--- src/rtl/pin_irq_pkg.sv ---
// Constants, register map and types for the pin interrupt front end
package pin_irq_pkg;

    // ************************************************************
    // Sizes
    // ************************************************************
    localparam int CHANNELS = 6;
    localparam int ADDR_W = 12;
    localparam int DATA_W = 8;

    // ************************************************************
    // Register map
    // ************************************************************
    localparam logic [11:0] GATE_ADDR = 12'hFD0;
    localparam logic [11:0] CTRL1_ADDR = 12'hFD8;
    localparam logic [11:0] CTRL2_ADDR = 12'hFD9;
    localparam logic [11:0] CTRL3_ADDR = 12'hFDA;
    localparam logic [11:0] CTRL4_ADDR = 12'hFDB;

    // Control register fields
    localparam int RATE_LSB = 0;
    localparam int TRIG_LSB = 2;
    localparam int LVL_BIT = 4;
    localparam logic [1:0] CTRL_FIELD_RESET = 2'h0;
    localparam logic LVL_RESET = 1'b0;
    localparam logic [5:0] GATE_RESET = 6'h00;
    localparam logic [7:0] READ_IDLE = 8'h00;

    // Trigger select codes
    localparam logic [1:0] TRIG_RISE = 2'h0;
    localparam logic [1:0] TRIG_FALL = 2'h1;
    localparam logic [1:0] TRIG_BOTH = 2'h2;
    localparam logic [1:0] TRIG_HIGH = 2'h3;

    // Filter rate codes
    localparam logic [1:0] RATE_DIV1 = 2'h0;
    localparam logic [1:0] RATE_DIV4 = 2'h1;
    localparam logic [1:0] RATE_DIV8 = 2'h2;
    localparam logic [1:0] RATE_DIV16 = 2'h3;

    // ************************************************************
    // Timing
    // ************************************************************
    localparam int CLK_PERIOD_NS = 25;
    // Fixed channels accept a level held for two gear periods
    localparam int FIX_ACCEPT_NS = 50;
    localparam logic [1:0] NEED_FIXED = 2'(FIX_ACCEPT_NS / CLK_PERIOD_NS);
    localparam logic [1:0] NEED_FAST_PROG = 2'h3;
    localparam logic [1:0] NEED_SLOW = 2'h2;
    localparam logic [1:0] LF_DIV_LAST = 2'h3;
    localparam logic [3:0] PRE_RESET = 4'h0;
    localparam logic [1:0] LF_DIV_RESET = 2'h0;

    // ************************************************************
    // Types
    // ************************************************************
    typedef enum logic [1:0] {MODE_FAST, MODE_SLOW, MODE_HALT} mode_t;

    // Prescaler bits that must be all ones for a sample in fast mode
    function automatic logic [3:0] rate_mask(input logic [1:0] code);
        logic [3:0] m;
        m = 4'h0;
        case (code)
            RATE_DIV1: m = 4'h0;
            RATE_DIV4: m = 4'h3;
            RATE_DIV8: m = 4'h7;
            RATE_DIV16: m = 4'hF;
            default: m = 4'h0;
        endcase
        return m;
    endfunction

endpackage
--- src/rtl/pin_irq_filter.sv ---
// Sampling noise canceller for one interrupt pin
`timescale 1ns/10ps
module pin_irq_filter
    import pin_irq_pkg::*;
(
    input wire logic clk_in,
    input wire logic srst_in,
    input wire logic run_in,
    input wire logic tick_in,
    input wire logic [1:0] need_in,
    input wire logic sample_in,
    output logic level_out
);

    logic last;
    logic [1:0] run_len;
    logic [2:0] next_len;

    assign next_len = {1'b0, run_len} + 3'h1;

    // Gated channel holds its state cleared, as if its clock were stopped
    always_ff @(posedge clk_in) begin
        if (srst_in || !run_in) begin
            last <= 1'b0;
            run_len <= 2'h0;
            level_out <= 1'b0;
        end else if (tick_in) begin
            last <= sample_in;
            if (sample_in == last && run_len != 2'h0) begin
                if (run_len != 2'h3) begin
                    run_len <= next_len[1:0];
                end
                if (next_len >= {1'b0, need_in}) begin
                    level_out <= sample_in;
                end
            end else begin
                run_len <= 2'h1;
            end
        end
    end

endmodule

--- src/rtl/pin_irq_front.sv ---
// Six-channel pin interrupt front end: filters, detectors and registers
//
// The plain strobed port was chosen for this implementation.
`timescale 1ns/10ps

// Operation
// - Channels 1-4 programmable trigger and rate; channels 0 and 5 fixed.
// - Channel 0 requests on each falling edge of its filtered level.
// - Channel 0 fast mode: under one gear period rejected, two accepted.
// - Fixed channels slow mode: under 4 slow periods rejected, 8 accepted.
// - Channels 1-3 trigger: 00 rise, 01 fall, 10 both, 11 reserved.
// - Channels 1-4 fast mode: gear-sampled pin resampled at the programmed interval.
// - Channels 1-4 fast mode: three agreeing samples accept a level, otherwise noise.
// - Rate code divides gear clock by 1,4,8,16; slow always slow clock/4.
// - Programmable fast: under two intervals rejected, over three plus one accepted.
// - Programmable slow: under 4 slow periods rejected, over 8 accepted.
// - Level bit reads 0 after reset or low, 1 if high at request.
// - Level bit reloads on every request to show which edge fired.
// - Channel 4 control bits 7 to 5 read as zero.
// - Clock gate bit 0 stops the channel; 1 restores it.
// - Clock gate bits reset to 0, all channels start disabled.
// - Channel 4 code 11 requests while the filtered level is high.
// - Slow mode: two agreeing samples at slow clock/4 accept a level.
// - Deep idle, deep sleep, stop: sampling halts, no requests raised.
// - Channel 5 requests on each falling edge, filtered like channel 0.
module pin_irq_front
    import pin_irq_pkg::*;
(
    input wire logic CLK_IN,
    input wire logic SRST_IN,
    input wire logic [CHANNELS-1:0] PIN_IN,
    input wire mode_t MODE_IN,
    input wire logic LF_TICK_IN,
    input wire logic [ADDR_W-1:0] ADDR_IN,
    input wire logic [DATA_W-1:0] WDATA_IN,
    input wire logic WR_IN,
    input wire logic RD_IN,
    output logic [DATA_W-1:0] RDATA_OUT,
    output logic [CHANNELS-1:0] IRQ_REQ_OUT
);

    // ************************************************************
    // State
    // ************************************************************
    logic [CHANNELS-1:0] gate;
    logic [1:0] trig_sel [1:4];
    logic [1:0] rate_sel [1:4];
    logic lvl [1:4];
    logic [CHANNELS-1:0] pin_s;
    logic [CHANNELS-1:0] filt;
    logic [CHANNELS-1:0] filt_prev;
    logic [CHANNELS-1:0] next_req;
    logic [3:0] pre;
    logic [1:0] lf_div;
    logic lf_q4;
    logic [DATA_W-1:0] next_rdata;

    // ************************************************************
    // Sample clocks
    // ************************************************************
    // Pins are synchronous, so one register is the gear-clock sample
    always_ff @(posedge CLK_IN) begin
        if (SRST_IN) begin
            pin_s <= 6'h00;
        end else begin
            pin_s <= PIN_IN;
        end
    end

    // Shared prescaler; channels share phase, which saves counters
    always_ff @(posedge CLK_IN) begin
        if (SRST_IN) begin
            pre <= PRE_RESET;
        end else if (MODE_IN == MODE_FAST) begin
            pre <= pre + 4'h1;
        end
    end

    always_ff @(posedge CLK_IN) begin
        if (SRST_IN) begin
            lf_div <= LF_DIV_RESET;
        end else if (MODE_IN == MODE_SLOW && LF_TICK_IN) begin
            lf_div <= lf_div + 2'h1;
        end
    end

    assign lf_q4 = (MODE_IN == MODE_SLOW) && LF_TICK_IN && (lf_div == LF_DIV_LAST);

    // ************************************************************
    // Channels
    // ************************************************************
    for (genvar ch = 0; ch < CHANNELS; ch++) begin : g_ch
        logic tick;
        logic [1:0] need;
        logic hit;

        if (ch == 0 || ch == CHANNELS - 1) begin : g_fixed
            // Every gear clock in fast mode, slow clock/4 in slow mode
            assign tick = (MODE_IN == MODE_FAST) || lf_q4;
            assign need = (MODE_IN == MODE_FAST) ? NEED_FIXED : NEED_SLOW;
            assign hit = filt_prev[ch] && !filt[ch];
        end else begin : g_prog
            logic [3:0] mask;
            assign mask = rate_mask(rate_sel[ch]);
            assign tick = ((MODE_IN == MODE_FAST) && ((pre & mask) == mask)) || lf_q4;
            assign need = (MODE_IN == MODE_FAST) ? NEED_FAST_PROG : NEED_SLOW;

            always_comb begin
                hit = 1'b0;
                case (trig_sel[ch])
                    TRIG_RISE: hit = !filt_prev[ch] && filt[ch];
                    TRIG_FALL: hit = filt_prev[ch] && !filt[ch];
                    TRIG_BOTH: hit = filt_prev[ch] != filt[ch];
                    // Reserved on 1-3; level mode repeats once per sample
                    TRIG_HIGH: hit = (ch == 4) && filt[ch] && tick;
                    default: hit = 1'b0;
                endcase
            end

            always_ff @(posedge CLK_IN) begin
                if (SRST_IN) begin
                    trig_sel[ch] <= CTRL_FIELD_RESET;
                    rate_sel[ch] <= CTRL_FIELD_RESET;
                end else if (WR_IN && ADDR_IN == CTRL1_ADDR + 12'(ch - 1)) begin
                    trig_sel[ch] <= WDATA_IN[TRIG_LSB +: 2];
                    rate_sel[ch] <= WDATA_IN[RATE_LSB +: 2];
                end
            end

            always_ff @(posedge CLK_IN) begin
                if (SRST_IN) begin
                    lvl[ch] <= LVL_RESET;
                end else if (next_req[ch]) begin
                    lvl[ch] <= filt[ch];
                end
            end
        end

        pin_irq_filter u_filter (
            .clk_in(CLK_IN),
            .srst_in(SRST_IN),
            .run_in(gate[ch]),
            .tick_in(tick && MODE_IN != MODE_HALT),
            .need_in(need),
            .sample_in(pin_s[ch]),
            .level_out(filt[ch])
        );

        assign next_req[ch] = hit && gate[ch] && (MODE_IN != MODE_HALT);
    end

    // ************************************************************
    // Request pulses
    // ************************************************************
    always_ff @(posedge CLK_IN) begin
        if (SRST_IN) begin
            filt_prev <= 6'h00;
            IRQ_REQ_OUT <= 6'h00;
        end else begin
            filt_prev <= filt;
            IRQ_REQ_OUT <= next_req;
        end
    end

    // ************************************************************
    // Register port
    // ************************************************************
    always_ff @(posedge CLK_IN) begin
        if (SRST_IN) begin
            gate <= GATE_RESET;
        end else if (WR_IN && ADDR_IN == GATE_ADDR) begin
            gate <= WDATA_IN[CHANNELS-1:0];
        end
    end

    always_comb begin
        next_rdata = READ_IDLE;
        case (ADDR_IN)
            GATE_ADDR: next_rdata = {2'h0, gate};
            CTRL1_ADDR: next_rdata = {3'h0, lvl[1], trig_sel[1], rate_sel[1]};
            CTRL2_ADDR: next_rdata = {3'h0, lvl[2], trig_sel[2], rate_sel[2]};
            CTRL3_ADDR: next_rdata = {3'h0, lvl[3], trig_sel[3], rate_sel[3]};
            CTRL4_ADDR: next_rdata = {3'h0, lvl[4], trig_sel[4], rate_sel[4]};
            default: next_rdata = READ_IDLE;
        endcase
    end

    // Data stand only in the cycle after the read strobe
    always_ff @(posedge CLK_IN) begin
        if (SRST_IN) begin
            RDATA_OUT <= READ_IDLE;
        end else begin
            RDATA_OUT <= RD_IN ? next_rdata : READ_IDLE;
        end
    end

    // ************************************************************
    // Checks
    // ************************************************************
    logic [2:0] fast1_run;

    always_ff @(posedge CLK_IN) begin
        if (SRST_IN) begin
            fast1_run <= 3'h0;
        end else if (MODE_IN == MODE_FAST && gate[1] && rate_sel[1] == RATE_DIV1) begin
            if (fast1_run != 3'h7) begin
                fast1_run <= fast1_run + 3'h1;
            end
        end else begin
            fast1_run <= 3'h0;
        end
    end

    AST_GATE_RESET: assert property (@(posedge CLK_IN) $past(SRST_IN) |-> gate == 6'h00)
        else $error("gate bits not cleared by reset");

    AST_GATE_OFF_QUIET: assert property (@(posedge CLK_IN) disable iff (SRST_IN)
        (IRQ_REQ_OUT & ~$past(gate)) == 6'h00)
        else $error("request from a gated channel");

    AST_HALT_QUIET: assert property (@(posedge CLK_IN) disable iff (SRST_IN)
        $past(MODE_IN) == MODE_HALT |-> IRQ_REQ_OUT == 6'h00)
        else $error("request while sampling halted");

    AST_CH0_FALL: assert property (@(posedge CLK_IN) disable iff (SRST_IN)
        IRQ_REQ_OUT[0] |-> $past(filt_prev[0]) && !$past(filt[0]))
        else $error("channel 0 request without falling edge");

    AST_CH0_ACCEPT: assert property (@(posedge CLK_IN) disable iff (SRST_IN)
        (MODE_IN == MODE_FAST && gate[0] && pin_s[0] && !filt[0])
        ##1 (MODE_IN == MODE_FAST && gate[0] && pin_s[0]) |=> filt[0])
        else $error("channel 0 missed a two-cycle pulse");

    AST_PROG_THREE: assert property (@(posedge CLK_IN) disable iff (SRST_IN)
        ($changed(filt[1]) && fast1_run >= 3'h4 && gate[1])
        |-> $past(pin_s[1], 1) == filt[1] && $past(pin_s[1], 2) == filt[1] && $past(pin_s[1], 3) == filt[1])
        else $error("channel 1 accepted fewer than three samples");

    AST_RESERVED_CODE: assert property (@(posedge CLK_IN) disable iff (SRST_IN)
        $past(trig_sel[1]) == TRIG_HIGH |-> !IRQ_REQ_OUT[1])
        else $error("reserved trigger code raised a request");

    AST_LVL_CAPTURE: assert property (@(posedge CLK_IN) disable iff (SRST_IN)
        IRQ_REQ_OUT[4] |-> lvl[4] == $past(filt[4]))
        else $error("level bit not reloaded on request");

    AST_PULSE: assert property (@(posedge CLK_IN) disable iff (SRST_IN)
        IRQ_REQ_OUT[0] |=> !IRQ_REQ_OUT[0])
        else $error("channel 0 request longer than one cycle");

    AST_CTRL4_READ: assert property (@(posedge CLK_IN) disable iff (SRST_IN)
        $past(RD_IN && ADDR_IN == CTRL4_ADDR)
        |-> RDATA_OUT == {3'h0, $past(lvl[4]), $past(trig_sel[4]), $past(rate_sel[4])})
        else $error("channel 4 control read wrong");

    COV_CH0_REQ: cover property (@(posedge CLK_IN) disable iff (SRST_IN) IRQ_REQ_OUT[0]);
    COV_CH4_BOTH: cover property (@(posedge CLK_IN) disable iff (SRST_IN)
        IRQ_REQ_OUT[4] && trig_sel[4] == TRIG_BOTH && !lvl[4]);
    COV_SLOW_REQ: cover property (@(posedge CLK_IN) disable iff (SRST_IN)
        IRQ_REQ_OUT[1] && MODE_IN == MODE_SLOW);

endmodule

--- config.mk ---
export PLATFORM = sky130hd
export DESIGN_NAME = pin_irq_front
export DESIGN_NICKNAME = d
export VERILOG_FILES = /design/src/rtl/pin_irq_pkg.sv /design/src/rtl/pin_irq_filter.sv /design/src/rtl/pin_irq_front.sv
export SDC_FILE = /design/constraint.sdc
export NUM_CORES = 1
export LEC_CHECK = 0
export BUFFER_PORTS_ARGS = -buffer_cell sky130_fd_sc_hd__buf_2
export CELL_PAD_IN_SITES_DETAIL_PLACEMENT = 0
export CELL_PAD_IN_SITES_GLOBAL_PLACEMENT = 1
export CORE_AREA = 3 3 101 103
export DETAILED_ROUTE_END_ITERATION = 6
export DIE_AREA = 0 0 104 106
export PLACE_DENSITY = 0.78
export SLEW_MARGIN = 25
export SYNTH_ARGS = -nofsm -noshare
export SYNTH_HDL_FRONTEND = slang
export SYNTH_SLANG_ARGS = --single-unit
--- constraint.sdc ---
create_clock -name CLK_IN -period 2.1 [get_ports CLK_IN]
set_input_delay 0.105 -clock CLK_IN [delete_from_list [all_inputs] [get_ports CLK_IN]]
set_output_delay 0.105 -clock CLK_IN [all_outputs]
set_load 0.1 [all_outputs]
==> qor.csv, run 1 <==
stage,metric,value,unit
route,via_per_inst,5.31,
finish,layout_common_cells,"60 x dfxtp_1, 50 x nor2_1, 43 x nand2_1",
finish,multiInputGateArea,0.00218,mm^2
placement,port_buffers,42,
clock_tree,cts_buffers,9,
worst_setup_path,cp-startpoint,lf_div[0]$_SDFFE_PP0P_,
job,cap_viol_max_count,0,
timing,setup_violations,0,
floorplanning,die_h,106,um
yosys,synth_edf_count,20,
worst_hold_path,whs_endpoint,gate[3]$_SDFFE_PP0P_,
worst_setup_path,reg2reg_slack,0.30,ns
clock_tree,postCtsSetupRepairBufs,0,
floorplanning,core,0.00928,mm^2
yosys,ys_types,52,
worst_setup_path,timing.rr.end,g_ch[3].u_filter.run_len[1]$_SDFFE_PP0P_,
pwr,p_leak,0.00194,uW
route,wire_per_inst,14.6,um
yosys,syn_inst,455,
yosys,synth_seq_cells,80,
worst_hold_path,hold_path_class,in -> reg,
finish,layout.nets,575,
yosys,async_flop_share,0,%
timing,drv_slew,0,
floorplanning,die_w,104,um
worst_setup_path,rr_worst_depth,6,
timing,rsz0062_at_grt,no,
clock_tree,cts-root-buf,clkbuf_8,
clock_tree,cts_hold_buf,8,
timing,setup_ws,0.303,ns
status,outcome,finished clean,
worst_setup_path,cp_max_fo,12,
floorplanning,rows,35,
timing,slew_headroom,60.6,%
placement,dp_slack,0.216,ns
worst_setup_path,worstSetupStartpointType,register,
timing,timing.fmax,557,MHz
clock_tree,cts.sinks,80,
route,first_pass_iters,4,
finish,stdcell_count,647,
timing,setup_tns,0,ns
worst_hold_path,hold_depth,3,
finish,layout-drive-gt1-share,15.3,%
timing,timing.final.crit_share,85.6,%
yosys,syn_area,0.00415,mm^2
placement,gp_congestion,0.840,
worst_setup_path,critical_path_class,reg -> reg,
clock_tree,cts_tree,yes,
global_routing,track_usage,17.6,%
worst_setup_path,required,2.34,ns
yosys,syn_avg_cell_area,9.12,um^2
yosys,ys.flop_type,dfxtp_1,
global_routing,grt_pass1_wl,15800,um
route,wirelength,9450,um
finish,ff_latch_area,0.00180,mm^2
clock_tree,clkLatencyLatePin,0.36,ns
worst_hold_path,min-delay-start,WDATA_IN[3],
global_routing,overflow,0,
finish,antenna_cells,0,
timing,period_minus_slack,1.80,ns
yosys,yosys_warnings,0,
timing,final_hold_viol_count,0,
clock_tree,htreeDepth,3,
finish,fill_cells,896,
clock_tree,cts.repair.resized,0,
floorplanning,die_area,0.0110,mm^2
route,num_vias,3437,
route,remaining_drc_errors,0,
global_routing,grt_max_degree,24,
placement,dp.cells,623,
floorplanning,start_util,44.7,%
yosys,yosysSeqAreaShare,43.4,%
worst_setup_path,cp-end-kind,register,
route,drtIter0Drc,158,
route,postRouteAntennaNets,0,
worst_setup_path,critPathArrivalTime,2.03,ns
finish,final_common_cell,dfxtp_1,
timing,tightest_slew,0.592,ns
finish,areaGrowthSynthToFinish,16.2,%
global_routing,grt_pass1_vias,3319,
global_routing,antenna_found_initial,0,
timing,finalClockSkew,0.00928,ns
pwr,power.density,636,mW/mm^2
worst_setup_path,r2r-start,lf_div[0]$_SDFFE_PP0P_,
clock_tree,clk_pin_slew,0.09,ns
pwr,irDropWorstVdd,0.322,mV
floorplanning,pin_count,47,
clock_tree,cts_buffer_depth,2,
placement,hpwlAfterDp,7100,um
## where the power goes
part           switching [uW]  internal (uW)
logic                     137           84.4
registers                30.2           1610
clock network             633            576
total                     800           2270
## synthesized netlist by cell type, types with 3 or more instances
cell type  instances  area, um^2
mux2i_1           17         170
edfxtp_1          20         601
nand4_1            9        56.3
a21boi_1           4        30.0
nor3_1             8        40.0
o22ai_1            3        18.8
inv_1             26        97.6
nand2b_1           7        43.8
a21boi_0           4        30.0
a211oi_1           4        30.0
nor2b_1           17         106
nor4b_1            3        26.3
o211a_1            8        80.1
ha_1              29         363
or3b_2             5        43.8
a21oi_1           24         120
nand2_1           43         161
o2111ai_1          3        26.3
o21ai_0            3        15.0
nand4b_1           4        35.0
nand3_1           17        85.1
xor2_1             8        70.1
buf_1              3        11.3
nor2_1            50         188
buf_2              4        20.0
o21a_1             4        30.0
clkbuf_1           5        18.8
dfxtp_1           60        1200
a21o_1             3        22.5
nand3b_1           4        30.0
o211ai_1           4        30.0
o21ai_1           23         115
## area by class of cell
type | instances | area share (%)
clock buffers | 9 | 2.57
clock inverters | 7 | 1.71
inverters | 28 | 2.18
multi-input cells | 334 | 45.3
flip-flops and latches | 80 | 37.4
well taps | 129 | 3.35
repair buffers | 60 | 7.58
## worst max-delay path, cell delays in order, from the launching register on
cell and delay (ns):
dfxtp_1 0.35, ha_1 0.18, nand4b_1 0.26, buf_4 0.28, o211a_1 0.15, a211oi_1 0.34, o22ai_1 0.11
## per-layer routing
| metal | up-vias | track usage, % | wire length [um] |
|---|---|---|---|
| met2 | 68 | 28.5 | 4340 |
| met3 | 9 | 3.46 | 494 |
| met5 | - | 0 | 0 |
| met1 | 1628 | 23.6 | 4490 |
| met4 | 0 | 5.60 | 119 |
| li1 | 1732 | - | - |
## registers in the layout (all words and copies together), names as in the netlist
signal,flops
IRQ_REQ_OUT,6
RDATA_OUT,6
filt_prev,6
g_ch.u_filter.last,6
g_ch.u_filter.level_out,6
g_ch.u_filter.run_len,12
gate,6
lf_div,2
lvl,4
pin_s,6
pre,4
rate_sel,8
trig_sel,8
## per-stage QoR
stage | power, uW | hold slack (ns) | cell area, um^2 | util [%]
6_report | 3070 | 0.00789 | 4820 | 51.9
5_1_grt | 3180 | 0.0239 | 4820 | 51.9
4_1_cts | 3090 | 0.00586 | 4820 | 51.9
3_5_place_dp | 1880 | 0.317 | 4540 | 48.9
3_3_place_gp | 1880 | 0.315 | 4540 | 48.9
2_1_floorplan | 1800 | 0.233 | 4150 | -
## logic make-up after synthesis
kind of cell | synth area share, %
AO/OA/AOI/OAI | 14.6
XOR/XNOR | 1.90
adder cells (fa/ha/maj) | 8.74
buffers and inverters | 4.10
flip-flops | 43.4
multiplexers | 4.10
other | 0.0904
AND/OR/NAND/NOR | 23.0
## how the worst max path moves through the flow
stage,end,slack [ns],cells after the start
global route,g_ch[3].u_filter.run_len[0]$_SDFFE_PP0P_,0.14,6
detailed placement,trig_sel[0][7]$_SDFFCE_PN0P_,0.22,5
floorplan,rate_sel[0][2]$_SDFFCE_PN0P_,0.43,5
global placement,trig_sel[0][6]$_SDFFCE_PN0P_,0.25,5
CTS,g_ch[3].u_filter.run_len[1]$_SDFFE_PP0P_,0.29,6
finish,g_ch[3].u_filter.run_len[1]$_SDFFE_PP0P_,0.30,6
No activity file was read; power rests on OpenSTA's default activity.
==> inputs of run 2 (changes only) <==
--- a/config.mk
+++ b/config.mk
@@ -12,5 +12,6 @@
 export DETAILED_ROUTE_END_ITERATION = 6
 export DIE_AREA = 0 0 104 106
-export PLACE_DENSITY = 0.78
+export PLACE_DENSITY = 0.84
+export SKIP_LAST_GASP = 1
 export SLEW_MARGIN = 25
 export SYNTH_ARGS = -nofsm -noshare
==> constraint.sdc (replaced) <==
create_clock -name CLK_IN -period 2.1 [get_ports CLK_IN]
set_input_delay 0.315 -clock CLK_IN [delete_from_list [all_inputs] [get_ports CLK_IN]]
set_output_delay 0.315 -clock CLK_IN [all_outputs]
set_load 0.1 [all_outputs]
==> qor.csv, run 2 (synthesized netlist as in run 1, its figures left out) <==
stage,metric,value,unit,change
route,via_per_inst,5.29,,-0.49%
finish,layout.nets,571,,-0.70%
finish,antenna_cells,0,,unchanged
worst_setup_path,cp-end-kind,register,,
pwr,p_int,2200,uW,-2.8%
placement,hpwlAfterDp,7030,um,-1.0%
worst_setup_path,cp_max_fo,12,,unchanged
timing,rsz0062_at_grt,no,,
global_routing,grt_pass1_vias,3316,,-0.090%
timing,whs,0.161,ns,+0.153 ns
global_routing,antenna_found_initial,0,,unchanged
worst_setup_path,critPathArrivalTime,2.05,ns,+0.02 ns
finish,reg_top3,"g_ch.u_filter.run_len (12), rate_sel (8), trig_sel (8)",,
global_routing,track_usage,17.2,%,-0.31 points
global_routing,grt_pass1_wl,15500,um,-1.9%
route,first_pass_iters,4,,unchanged
placement,gp_congestion,0.844,,+0.46%
worst_setup_path,required,2.40,ns,+0.06 ns
route,wire_per_inst,14.3,um,-2.3%
pwr,switching_share,26.2,%,+0.056 points
worst_setup_path,worstSetupStartpointType,register,,
timing,finalClockSkew,0.00927,ns,-0.00000991 ns
clock_tree,htreeDepth,3,,unchanged
clock_tree,cts_buffers,9,,unchanged
timing,tightest_slew,0.563,ns,-0.0284 ns
pwr,power.share.sequential,54.8,%,+1.5 points
placement,dp.cells,627,,+0.64%
clock_tree,postCtsSetupRepairBufs,0,,unchanged
route,remaining_drc_errors,0,,unchanged
finish,regMostFlops,g_ch.u_filter.run_len,,
route,wirelength,9170,um,-2.9%
floorplanning,core,0.00928,mm^2,unchanged
pwr,p_clk_share,38.0,%,-1.4 points
finish,layout-drive-gt1-share,16.1,%,+0.90 points
worst_hold_path,hold_path_class,in -> reg,,
clock_tree,cts_buffer_depth,2,,unchanged
floorplanning,rows,35,,unchanged
clock_tree,cts_hold_buf,0,,-8
finish,stdcell_count,643,,-0.62%
finish,areaGrowthSynthToFinish,14.7,%,
route,postRouteAntennaNets,0,,unchanged
route,num_vias,3399,,-1.1%
pwr,combPwrFrac,7.2,%,about the same
floorplanning,die_area,0.0110,mm^2,unchanged
floorplanning,die_w,104,um,unchanged
route,drtIter0Drc,144,,-8.9%
timing,setup_violations,0,,unchanged
pwr,irDropWorstVdd,0.374,mV,+16%
timing,timing.fmax,572,MHz,+2.9%
floorplanning,pin_count,47,,unchanged
placement,port_buffers,42,,unchanged
pwr,p_sw,780,uW,-2.5%
timing,timing.final.crit_share,83.2,%,-2.4 points
pwr,p_leak,0.00192,uW,-1.1%
global_routing,overflow,0,,unchanged
finish,largest_register_ffs,12,,unchanged
status,outcome,finished clean,,
clock_tree,cts.sinks,80,,unchanged
timing,slew_headroom,62.1,%,+1.5 points
clock_tree,cts.repair.resized,0,,unchanged
timing,drv_slew,0,,unchanged
timing,setup_tns,0,ns,unchanged
pwr,power.density,626,mW/mm^2,-1.5%
finish,layout_common_cells,"60 x dfxtp_1, 50 x nor2_1, 43 x nand2_1",,
timing,final_hold_viol_count,0,,unchanged
timing,period_minus_slack,1.75,ns,-0.0499 ns
job,cap_viol_max_count,0,,unchanged
clock_tree,clk_pin_slew,0.09,ns,about the same
worst_setup_path,critical_path_class,reg -> reg,,
finish,final_common_cell,dfxtp_1,,
clock_tree,clkLatencyLatePin,0.36,ns,about the same
clock_tree,cts_tree,yes,,
floorplanning,die_h,106,um,unchanged
global_routing,grt_max_degree,22,,-8.3%
floorplanning,start_util,44.7,%,unchanged
clock_tree,cts-root-buf,clkbuf_8,,
[run 2: layout make-up]
type                            count  area [um^2]
Clock inverter                      6         46.3
Fill cell                         921         4520
Multi-Input combinational cell    334         2180
Tap cell                          129          161
Timing Repair Buffer               56          315
Sequential cell                    80         1800
Inverter                           28          105
Clock buffer                       10          149
[run 2: per-layer routing]
metal  part of all wire [%]  track usage, %
met1                     48            21.8
met2                     46            28.6
met3                    3.6            2.55
met4                    2.5            9.02
met5                      0               0
[run 2: critical path, cell delays in order (launching register included)]
cell and delay (ns):
dfxtp_1 0.37, ha_1 0.18, nand4b_1 0.23, buf_4 0.26
o211a_1 0.15, a211oi_1 0.32, o211a_1 0.18
[run 2: worst paths after layout]
path / startpoint / endpoint / slack, ns / cells after the start
setup / recovery: lf_div[0]$_SDFFE_PP0P_ / g_ch[1].u_filter.run_len[0]$_SDFFE_PP0P_ / 0.35 / 6
hold / removal: PIN_IN[5] / pin_s[5]$_SDFF_PP0_ / 0.16 / 2
setup reg to reg: lf_div[0]$_SDFFE_PP0P_ / g_ch[1].u_filter.run_len[0]$_SDFFE_PP0P_ / 0.35 / 6
hold reg to reg: g_ch[5].u_filter.level_out$_SDFFE_PP0P_ / IRQ_REQ_OUT[5]$_SDFF_PP0_ / 0.45 / 1
[run 2: power by group through the flow]
stage                     sequential [uW]  combinational, uW  clock, uW
final                                1630                216       1130
after floorplan                      1660                142          0
after global routing                 1640                242       1220
after global placement               1670                211          0
after CTS                            1630                217       1150
after detailed placement             1670                216          0
[run 2: metrics by stage]
step | setup WS (ns) | cell area (um^2) | utilization (%) | total power [uW]
3_3_place_gp | 0.152 | 4570 | 49.2 | 1880
5_1_grt | 0.239 | 4760 | 51.3 | 3100
6_report | 0.353 | 4760 | 51.3 | 2980
2_1_floorplan | 0.217 | 4150 | - | 1800
4_1_cts | 0.342 | 4760 | 51.3 | 3000
3_5_place_dp | 0.0828 | 4570 | 49.2 | 1880
